File: config.mk
export PLATFORM = sky130hd
export DESIGN_NAME = mem_pin_interface
export DESIGN_NICKNAME = d
export VERILOG_FILES = /design/src/inc/mem_pins_pkg.sv /design/src/hdl/word_store.sv /design/src/hdl/mem_pin_interface.sv
export SDC_FILE = /design/constraint.sdc
export NUM_CORES = 1
export LEC_CHECK = 0
export ABC_AREA = 1
export BUFFER_PORTS_ARGS = -buffer_cell sky130_fd_sc_hd__buf_2
export CELL_PAD_IN_SITES_DETAIL_PLACEMENT = 1
export CELL_PAD_IN_SITES_GLOBAL_PLACEMENT = 2
export CORE_UTILIZATION = 38
export DETAILED_ROUTE_END_ITERATION = 8
export PLACE_DENSITY_LB_ADDON = 0.1
export SETUP_SLACK_MARGIN = 0.4
export SYNTH_ARGS = -nofsm -noshare
export SYNTH_HDL_FRONTEND = slang
export SYNTH_HIERARCHICAL = 1
export SYNTH_SLANG_ARGS = --single-unit
File: constraint.sdc
create_clock -name clk_in -period 2.1 [get_ports clk_in]
set_clock_uncertainty 0.2 [all_clocks]
set_input_delay 0.315 -clock clk_in [delete_from_list [all_inputs] [get_ports clk_in]]
set_output_delay 0.315 -clock clk_in [all_outputs]
set_load 0.03 [all_outputs]
File: src/inc/mem_pins_pkg.sv
// Package: constants and carrier types for the memory pin interface
package mem_pins_pkg;

    localparam int ADDR_W    = 11;
    localparam int DATA_W    = 16;
    localparam int COL_W     = 8;
    localparam int PRE_BIT   = 10;
    localparam int WORDS     = 16;
    localparam int WADDR_W   = 4;
    localparam logic [3:0] CMD_NOP   = 4'h7;
    localparam logic [3:0] CMD_ACT   = 4'h3;
    localparam logic [3:0] CMD_READ  = 4'h5;
    localparam logic [3:0] CMD_WRITE = 4'h4;
    localparam logic [3:0] CMD_PRE   = 4'h2;
    localparam logic [3:0] CMD_MRS   = 4'h0;
    localparam logic [3:0] CMD_INH   = 4'hf;

    // Command request from the core; op uses the CMD_ codes
    typedef struct packed {
        logic              valid;
        logic [3:0]        op;
        logic              chip;
        logic              bank;
        logic [ADDR_W-1:0] addr;
        logic              auto_pre;
        logic              all_banks;
        logic [1:0]        byte_mask;
        logic [DATA_W-1:0] wdata;
    } mem_req_t;

    // Pin bundle, active-low strobes kept at pin level
    typedef struct packed {
        logic [ADDR_W-1:0] addr;
        logic              bank;
        logic [1:0]        strobe_a_n;
        logic [1:0]        strobe_b;
        logic              cke_oe;
        logic              we_n;
        logic              row_n;
        logic              col_n;
    } mem_pins_t;

    typedef enum logic [1:0] {
        ST_IDLE = 2'h0,
        ST_CMD  = 2'h1,
        ST_DATA = 2'h3
    } pin_state_t;

endpackage

File: src/hdl/word_store.sv
// Small register file holding recent read words, registered read data
`timescale 1ns/100ps
module word_store
    import mem_pins_pkg::*;
(
    input  wire logic               clk_in,
    input  wire logic               wr_en_in,
    input  wire logic [WADDR_W-1:0] wr_addr_in,
    input  wire logic [DATA_W-1:0]  wr_data_in,
    input  wire logic [WADDR_W-1:0] rd_addr_in,
    output logic      [DATA_W-1:0]  rd_data_out
);
    logic [DATA_W-1:0] mem_reg [WORDS];

    always_ff @(posedge clk_in) begin
        if (wr_en_in) begin
            mem_reg[wr_addr_in] <= wr_data_in;
        end
        rd_data_out <= mem_reg[rd_addr_in];
    end
endmodule // word_store

File: src/hdl/mem_pin_interface.sv
// Pin personality for the SDRAM or EDO external memory port
// Functional notes
// - Activate drives the whole row on all eleven address lines
// - Read/write puts column on low eight lines, bit ten asks auto precharge
// - Precharge bit ten high precharges all banks, else addressed bank
// - Bank address output picks the bank of each command
// - Mode register load puts the twelfth mode bit on bank address
// - Byte masks act as write masks on writes, output enables on reads
// - Mask zero governs low data byte, mask one the high byte
// - Command is coded on row, column, write enable and chip select
// - One chip select low for the addressed part, the other high
// - Clock enable low with a NOP enters precharge power-down
// - Clock enable high runs the memory clock on its output
// - EDO uses the shared strobe pairs as row and column strobes
// - EDO shared enable pin is output enable; SDRAM-only pins idle
`timescale 1ns/100ps
module mem_pin_interface
    import mem_pins_pkg::*;
(
    input  wire logic              clk_in,
    input  wire logic              reset_in,
    input  wire logic              edo_mode_in,
    input  wire logic              power_down_in,
    input  wire mem_req_t          req_in,
    input  wire logic [WADDR_W-1:0] rd_index_in,
    output logic                   busy_out,
    output logic                   edo_active_out,
    output mem_pins_t              pins_out,
    output logic                   sdram_clock_out,
    output logic [DATA_W-1:0]      data_out,
    output logic [DATA_W-1:0]      data_oe_out,
    input  wire logic [DATA_W-1:0] data_in,
    output logic [DATA_W-1:0]      rd_word_out
);
    // ------------------------------------------------------------
    // State
    // ------------------------------------------------------------
    pin_state_t        state_reg,  state_next;
    logic              edo_reg,    edo_next;
    mem_pins_t         pins_reg,   pins_next;
    logic              clk_reg,    clk_next;
    logic [DATA_W-1:0] dout_reg,   dout_next;
    logic [DATA_W-1:0] doe_reg,    doe_next;
    logic              cap_reg,    cap_next;
    logic [1:0]        mask_reg,   mask_next;
    logic [WADDR_W-1:0] wptr_reg,  wptr_next;
    logic              rd_pend_reg, rd_pend_next;
    logic              busy_reg,   busy_next;
    logic [DATA_W-1:0] cap_data;

    // ------------------------------------------------------------
    // Next-state logic
    // ------------------------------------------------------------
    always_comb begin
        state_next   = state_reg;
        edo_next     = edo_reg;
        pins_next    = pins_reg;
        dout_next    = dout_reg;
        doe_next     = '0;
        cap_next     = 1'b0;
        mask_next    = mask_reg;
        wptr_next    = wptr_reg;
        rd_pend_next = 1'b0;
        // Memory clock toggles only while enabled
        clk_next     = (!edo_reg && pins_reg.cke_oe) ? ~clk_reg : 1'b0;
        case (state_reg)
            ST_IDLE: begin
                // Mode swap mid-access would corrupt strobes
                edo_next = edo_mode_in;
                if (edo_reg) begin
                    pins_next.strobe_a_n = 2'h3;
                    pins_next.strobe_b   = 2'h3;
                    pins_next.cke_oe     = 1'b1;
                    pins_next.we_n       = 1'b1;
                end else begin
                    pins_next.strobe_a_n = 2'h3;
                    pins_next.strobe_b   = 2'h0;
                    {pins_next.row_n, pins_next.col_n, pins_next.we_n} =
                        CMD_NOP[2:0];
                    pins_next.cke_oe     = ~power_down_in;
                end
                if (req_in.valid && !power_down_in) begin
                    state_next = ST_CMD;
                end
            end
            ST_CMD: begin
                if (edo_reg) begin
                    pins_next.addr = req_in.addr;
                    pins_next.strobe_a_n = req_in.chip ? 2'h1 : 2'h2;
                    pins_next.we_n = (req_in.op != CMD_WRITE);
                    pins_next.cke_oe = (req_in.op != CMD_READ);
                end else begin
                    // Chip select low only for the addressed part
                    pins_next.strobe_a_n = req_in.chip ? 2'h1 : 2'h2;
                    {pins_next.row_n, pins_next.col_n, pins_next.we_n} =
                        req_in.op[2:0];
                    pins_next.bank = req_in.bank;
                    pins_next.addr = req_in.addr;
                    if (req_in.op == CMD_READ || req_in.op == CMD_WRITE) begin
                        pins_next.addr = '0;
                        pins_next.addr[COL_W-1:0] =
                            req_in.addr[COL_W-1:0];
                        pins_next.addr[PRE_BIT] = req_in.auto_pre;
                        // Mask bit zero low byte, bit one high byte
                        pins_next.strobe_b = req_in.byte_mask;
                    end
                    if (req_in.op == CMD_PRE) begin
                        pins_next.addr[PRE_BIT] = req_in.all_banks;
                    end
                end
                mask_next = req_in.byte_mask;
                if (req_in.op == CMD_WRITE) begin
                    dout_next = req_in.wdata;
                    doe_next  = {{8{~req_in.byte_mask[1]}},
                                 {8{~req_in.byte_mask[0]}}};
                end
                rd_pend_next = (req_in.op == CMD_READ);
                state_next   = ST_DATA;
            end
            ST_DATA: begin
                if (edo_reg) begin
                    pins_next.strobe_b = ~(~mask_reg & 2'h3);
                end else begin
                    pins_next.strobe_a_n = 2'h3;
                    {pins_next.row_n, pins_next.col_n, pins_next.we_n} =
                        CMD_NOP[2:0];
                end
                cap_next   = rd_pend_reg;
                state_next = ST_IDLE;
            end
            default: begin
                state_next = ST_IDLE;
            end
        endcase
        if (edo_reg) begin
            // SDRAM-only pins parked
            pins_next.bank  = 1'b0;
            pins_next.row_n = 1'b1;
            pins_next.col_n = 1'b1;
        end
        if (cap_reg) begin
            wptr_next = wptr_reg + 1'b1;
        end
        busy_next = (state_next != ST_IDLE);
    end

    // ------------------------------------------------------------
    // Registers
    // ------------------------------------------------------------
    always_ff @(posedge clk_in) begin
        if (reset_in) begin
            state_reg   <= ST_IDLE;
            edo_reg     <= 1'b0;
            pins_reg    <= '1;
            clk_reg     <= 1'b0;
            dout_reg    <= '0;
            doe_reg     <= '0;
            cap_reg     <= 1'b0;
            mask_reg    <= '0;
            wptr_reg    <= '0;
            rd_pend_reg <= 1'b0;
            busy_reg    <= 1'b0;
        end else begin
            state_reg   <= state_next;
            edo_reg     <= edo_next;
            pins_reg    <= pins_next;
            clk_reg     <= clk_next;
            dout_reg    <= dout_next;
            doe_reg     <= doe_next;
            cap_reg     <= cap_next;
            mask_reg    <= mask_next;
            wptr_reg    <= wptr_next;
            rd_pend_reg <= rd_pend_next;
            busy_reg    <= busy_next;
        end
    end

    // Masked read bytes stored as zero
    for (genvar g = 0; g < 2; g++) begin : g_byte
        assign cap_data[g*8 +: 8] = mask_reg[g] ? 8'h00 : data_in[g*8 +: 8];
    end

    word_store u_store (
        .clk_in      (clk_in),
        .wr_en_in    (cap_reg),
        .wr_addr_in  (wptr_reg),
        .wr_data_in  (cap_data),
        .rd_addr_in  (rd_index_in),
        .rd_data_out (rd_word_out)
    );

    assign busy_out        = busy_reg;
    assign edo_active_out  = edo_reg;
    assign pins_out        = pins_reg;
    assign sdram_clock_out = clk_reg;
    assign data_out        = dout_reg;
    assign data_oe_out     = doe_reg;
endmodule // mem_pin_interface

==> results of run 1 <==
## timing repair
item / 4_1_cts / 5_1_grt
hold buffers: 40 / 0
endpoints found under the setup margin: 248 / 154
setup buffers: 0 / 3
pin swaps: 0 / 2
resized for setup: 8 / 23
hold endpoints to repair: 47 / 0
## where the power goes
part	total (µW)	internal, µW	switching [µW]
registers	7070	7020	53.7
logic	1240	410	826
clock network	6160	3610	2550
## kinds of logic (layout without fill, tap and decap cells)
| family | after synthesis | count (layout) | share of synthesized area (%) |
|---|---|---|---|
| adder cells (fa/ha/maj) | 1 | 1 | 0.0923 |
| buffers and inverters | 310 | 538 | 10.0 |
| flip-flops | 323 | 323 | 66.6 |
| AO/OA/AOI/OAI | 45 | 45 | 1.78 |
| other | 0 | 1 | 0 |
| XOR/XNOR | 1 | 1 | 0.0646 |
| AND/OR/NAND/NOR | 692 | 692 | 21.5 |
## final cells by class
| class | instances | area [µm²] | area share (%) |
|---|---|---|---|
| tap | 455 | 569 | 3.41 |
| sequential | 323 | 9040 | 54.1 |
| timing repair buffer | 238 | 1820 | 10.9 |
| inverter | 233 | 887 | 5.31 |
| antenna | 1 | 2.50 | 0.0150 |
| clock inverter | 13 | 96.3 | 0.577 |
| multi-input combinational | 739 | 3220 | 19.3 |
| clock buffer | 54 | 1050 | 6.30 |
## worst max-delay path: cells and delay by family (launching register included)
family	cells	cell delay, ns
buf+inv	1	0.28
flops	1	0.47
simple gates	2	0.41
## how the worst max path moves through the flow
stage                   startpoint                endpoint  slack [ns]
global route           wptr_reg[2]   u_store/mem_reg[4][7]        0.38
floorplan                  cap_reg  u_store/mem_reg[12][0]        0.18
CTS                 data_oe_out[8]         data_oe_out[13]        0.38
detailed placement  rd_index_in[0]  u_store/rd_data_out[0]        0.21
finish                 wptr_reg[2]  u_store/mem_reg[4][14]        0.42
global placement    rd_index_in[0]  u_store/rd_data_out[0]        0.23
## per-stage QoR
| stage | utilization, % | hold WS [ns] | instance area (µm²) |
|---|---|---|---|
| floorplan | - | 0.193 | 13600 |
| global placement | 43.2 | 0.196 | 15000 |
| detailed placement | 43.2 | 0.204 | 15000 |
| CTS | 47.7 | 0.00427 | 16600 |
| global route | 48.0 | 0.0888 | 16700 |
| finish | 48.0 | 0.0200 | 16700 |
## synth_stat cells, drive strengths merged
master	number	area (µm²)
a21oi	10	53.8
a31oi	1	6.26
buf	61	420
clkbuf	16	60.1
clkinv	1	5.00
dfxtp	67	1340
edfxtp	256	7690
ha	1	12.5
inv	232	871
nand2	388	1460
nand3	218	1100
nand3b	2	15.0
nand4	1	6.26
nor2	80	313
nor3	2	10.0
o211ai	1	7.51
o21ai	29	145
o22ai	1	6.26
o31ai	3	22.5
or2	1	6.26
xor2	1	8.76
## layer usage
layer  wire length, µm  global-route usage, %  up-vias
li1                  -                      -     4789
met2             18900                   38.0      159
met3              1400                   3.58       48
met5                27                      0        -
met4               622                   5.23        4
met1             17400                   28.0     4811
==> summary.txt, run 1 <==
Outcome
  • Outcome: finished, final reports clean

CTS
  • Clock Tree Root: clkbuf_16
  • H-tree levels: 2
  • Clk slew on worst S/H paths: roughly 0.06 ns
  • CTS Buf Count: 38
  • CTS tree: done
  • Clock Path Buffers: 3
  • Clock Latency Late Sink: 0.52 ns
  • CTS Sinks: 323

Layout
  • Fillers: roughly 4000
  • Area growth, synth to finish: 23.1%
  • Non-filler cells, final: between 2000 and 2500
  • Nets: 1636
  • Commonest non-fill, non-tap cell in the layout: nand2_1
  • Most frequent cells in the layout: nand2_1, edfxtp_1, inv_1, nand3_1, buf_2
  • Max reg flops: about 260
  • Layout cells sized above 1: ~18%

Route
  • # DRC: 0
  • Initial drt markers: roughly 540
  • DR pass1 iterations: 5
  • WL/cell: roughly 19 µm
  • DRT Wirelength: 38300 µm
  • Post-route ant nets: 0
  • DR vias: between 9000 and 10000
  • Via density: between 4 and 5

Die
  • Core area: approximately 35000 µm²
  • Initial core utilization: 39.0%
  • I/O Pins: between 100 and 150
  • Die area: around 36000 µm²
  • # rows: just under 70
  • Die W: 191 µm
  • Die height: between 150 and 200 µm

Logic synthesis
  • Avg Synthesized Cell Area: a little under 10 µm²
  • Share of the yosys chip area belonging to registers: approximately two thirds
  • Syn Std Cell Area: approximately 14000 µm²
  • Synth Register Bits: around 320
  • Synth Net Count: 1435
  • Library cells used by synthesis: 30
  • Synthesis Warnings: 6
  • Post-synthesis cell count: approximately 1400

STA
  • Slew @ Worst Pin: 0.583 ns
  • Minimum clock period: 1.68 ns
  • RSZ-0062 raised after global routing: yes
  • Fin. Hold Viols: 0
  • Final setup vio count: 0
  • Final WS setup: 0.421 ns
  • Slew Limit Fails: 0
  • Final cycle utilization of the critical path: 79.9%
  • Max Clk Rate: approximately 0.60 GHz
  • Slew margin rel.: roughly three fifths
  • Setup TNS: 0 ns

Min path
  • Min-Delay Endpoint: pins_out[19]
  • Min-delay src: req_in[18]
  • Hold Crit Depth: 7
  • Min-delay worst type: in -> reg

Placed design
  • Inst Count DP: 1945
  • Pre-CTS setup slack: around 0.21 ns
  • Post-DP HPWL: about 24000 µm
  • I/O Buffers: about 130
  • Gpl congestion: ~0.76

Critical path
  • Critical path type: reg -> reg
  • Critical path capture point type: flip-flop
  • Reg-to-reg setup timing slack: 0.42 ns
  • Reg2reg path depth: 3
  • Max stage delay on crit path: roughly 0.47 ns
  • Worst endpoint data arrival time: around 1.7 ns
  • Required time worst endpoint: around 2.1 ns
  • Crit Reg-Reg Endpoint: u_store/mem_reg[4][14]
  • Crit path max fanout: 16
  • Reg2reg start: wptr_reg[2]
  • CP cell instances: nand3b_1, nor2_2, buf_4
  • Slowest cell on the critical path: dfxtp_1
  • Startpoint class of the critical path: flip-flop

Global route
  • Remaining global-route overflow: 0
  • Largest net degree at the start of global routing: 46
  • First-pass GRT wire length: about 60000 µm
  • Vias in the first global route: a little over 10000
  • Tot GR Track Use: 21.8%
  • Initial antenna violation count: 3

Power
  • PwrDens: about 870 nW/µm²
  • Leakage power: between 0.007 and 0.008 µW
  • Maximum VDD drop: around 0.5 mV
  • Pwr Total: about 14000 µW

Flow run
  • Max cap viols: 0
Note: power is estimated with default switching activity, not from simulation.
==> run 2, diff against run 1 <==
- clock period: 2.1 -> 1.7 ns (I/O delays scaled with it)
==> summary.txt, run 2 (synthesized netlist as in run 1, its figures left out) <==
Power
  • Maximum VDD drop: 0.661 mV (was 0.501 mV)
  • PwrDens: 991 nW/µm² (was 867 nW/µm²)
  • Leakage power: 0.00813 µW (was 0.00733 µW)
  • Pwr Total: 18700 µW (was 14500 µW)

Route
  • WL/cell: 20.1 µm (was 18.6 µm)
  • DR vias: 10600 (was 9811)
  • Via density: 4.97 (was 4.77)
  • DRT Wirelength: 43000 µm (was 38300 µm)
  • # DRC: 0 (unchanged)
  • Post-route ant nets: 0 (unchanged)
  • Initial drt markers: 575 (was 539)
  • DR pass1 iterations: 5 (unchanged)

STA
  • Final cycle utilization of the critical path: between 90 and 100%
  • Fin. Hold Viols: 0 (unchanged)
  • Slew Limit Fails: 0 (unchanged)
  • Setup TNS: 0 ns (unchanged)
  • Minimum clock period: around 1.6 ns
  • Final WS setup: 0.129 ns (was 0.421 ns)
  • RSZ-0062 raised after global routing: yes (unchanged)
  • Slew margin rel.: 35.0% (was 61.1%)
  • Max Clk Rate: 0.637 GHz
  • Slew @ Worst Pin: 0.972 ns (was 0.583 ns)
  • WHS: 0.0260 ns (was 0.0200 ns)
  • Final setup vio count: 0 (unchanged)

Placed design
  • Gpl congestion: 0.738 (was 0.757)
  • Dpl cell area: 15400 µm² (was 15000 µm²)
  • I/O Buffers: 132 (unchanged)
  • Post-DP HPWL: 23700 µm (was 24300 µm)
  • Pre-CTS setup slack: 0.0632 ns (was 0.212 ns)

Critical path
  • Reg2reg start: wptr_reg[3] (was wptr_reg[2])
  • Top delay family on crit path: flip-flops (unchanged)
  • Max stage delay on crit path: 0.42 ns (was 0.47 ns)
  • CP startpoint: data_oe_out[8] (was wptr_reg[2])
  • Slowest cell on the critical path: dfxtp_4 (was dfxtp_1)
  • Critical path type: reg -> out (was reg -> reg)
  • Critical path capture point type: output pin (was flip-flop)
  • Worst endpoint data arrival time: 1.12 ns (was 1.68 ns)
  • CP cell instances: buf_4 (was nand3b_1, nor2_2, buf_4)
  • Required time worst endpoint: 1.24 ns (was 2.10 ns)
  • Crit path max fanout: 8 (was 16)
  • Startpoint class of the critical path: flip-flop (unchanged)
  • Buf+Inv Stages, Crit Path: 1 (unchanged)

Flow run
  • Max cap viols: 0 (unchanged)

Layout
  • Final instance area: 18900 µm² (was 16700 µm²)
  • Layout cells sized above 1: 30.6% (was 17.6%)
  • Nets: 1716 (was 1636)
  • Fillers: 3736 (was 3908)
  • Max reg flops: 256 (unchanged)
  • Most frequent cells in the layout: nand2_1, edfxtp_1, inv_1, nand3_1, buf_6 (was nand2_1, edfxtp_1, inv_1, nand3_1, buf_2)
  • Commonest non-fill, non-tap cell in the layout: nand2_1 (unchanged)
  • Area growth, synth to finish: 39.4% (was 23.1%)

Die
  • Die height: 191 µm (unchanged)
  • Initial core utilization: 39.0% (unchanged)
  • Die W: 191 µm (unchanged)
  • Die area: 36400 µm² (unchanged)
  • Core area: 34800 µm² (unchanged)
  • # rows: 68 (unchanged)
  • I/O Pins: 133 (unchanged)

CTS
  • H-tree levels: 2 (unchanged)
  • Clock Tree Root: clkbuf_16 (unchanged)
  • Clk slew on worst S/H paths: 0.06 ns (about the same)
  • Clock Latency Late Sink: 0.51 ns (was 0.52 ns)
  • CTS Sinks: 323 (unchanged)
  • CTS tree: done (unchanged)
  • CTS Buf Count: 37 (was 38)
  • Clock Path Buffers: 3 (unchanged)

Global route
  • Initial antenna violation count: 2 (was 3)
  • Tot GR Track Use: 23.4% (was 21.8%)
  • Remaining global-route overflow: 0 (unchanged)
  • Largest net degree at the start of global routing: 38 (was 46)
  • First-pass GRT wire length: 63700 µm (was 59900 µm)
  • Vias in the first global route: 11000 (was 10300)

Min path
  • Min-delay worst type: in -> reg (unchanged)
  • Min-delay src: rd_index_in[3] (was req_in[18])

Outcome
  • Outcome: finished, final reports clean (unchanged)
==> run 2: changes by cell type in the layout (fill, tap and decap cells not counted), sizes merged <==
cell / previous run / this run
buf: 194 / 266
bufinv: 1 / 5
clkbuf: 58 / 47
clkinv: 10 / 16
diode: 1 / 2
dlygate4sd3: 40 / 48
inv: 235 / 232
nand3: 218 / 221
==> run 2: worst paths after layout <==
kind / endpoint / slack, ns / depth (start not counted)
worst max-delay path: data_oe_out[14] / 0.13 / 1
worst min register to register: sdram_clock_out / 0.21 / 1
worst max register to register: u_store/mem_reg[4][10] / 0.14 / 4
worst min-delay path: u_store/rd_data_out[7] / 0.03 / 5
==> run 2: timing repair <==
| action | CTS | global route |
|---|---|---|
| resized for setup | 293 | 96 |
| endpoints found under the hold margin | 83 | 4 |
| hold buffers | 45 | 4 |
| setup endpoints to repair | 626 | 457 |
| cloned | 6 | 2 |
| pin swaps | 27 | 26 |
| setup buffers | 44 | 18 |
==> run 2: layer usage <==
layer  GRT usage, %  vias up  share of wire, %
met1           32.0     5373                45
met3           2.81       66               2.8
met4           6.46        0               2.4
li1               -     4967                 -
met2           39.0      203                49
met5              0        -                 0
==> run 2: through the flow <==
step,utilization (%),cells
final,54.3,2136
after global routing,54.3,2136
after detailed placement,44.3,1951
after floorplan,-,1372
after global placement,44.3,1951
after CTS,52.7,2111
==> run 2: where the power goes <==
group | total, µW | switching [µW] | internal [µW]
registers | 8750 | 86.2 | 8670
logic | 1910 | 1140 | 770
clock network | 8070 | 3120 | 4950
total | 18700 | 4350 | 14400
==> run 2: layout make-up <==
cell class | count | area (µm²) | share of cell area, %
Multi-Input combinational cell | 742 | 3790 | 20.0
Tap cell | 455 | 569 | 3.01
Timing Repair Buffer | 315 | 3220 | 17.1
Clock inverter | 19 | 211 | 1.12
Inverter | 233 | 907 | 4.80
Sequential cell | 323 | 9150 | 48.4
Timing Repair inverter | 1 | 30.0 | 0.159
Antenna cell | 2 | 5.00 | 0.0265
Clock buffer | 46 | 1010 | 5.34
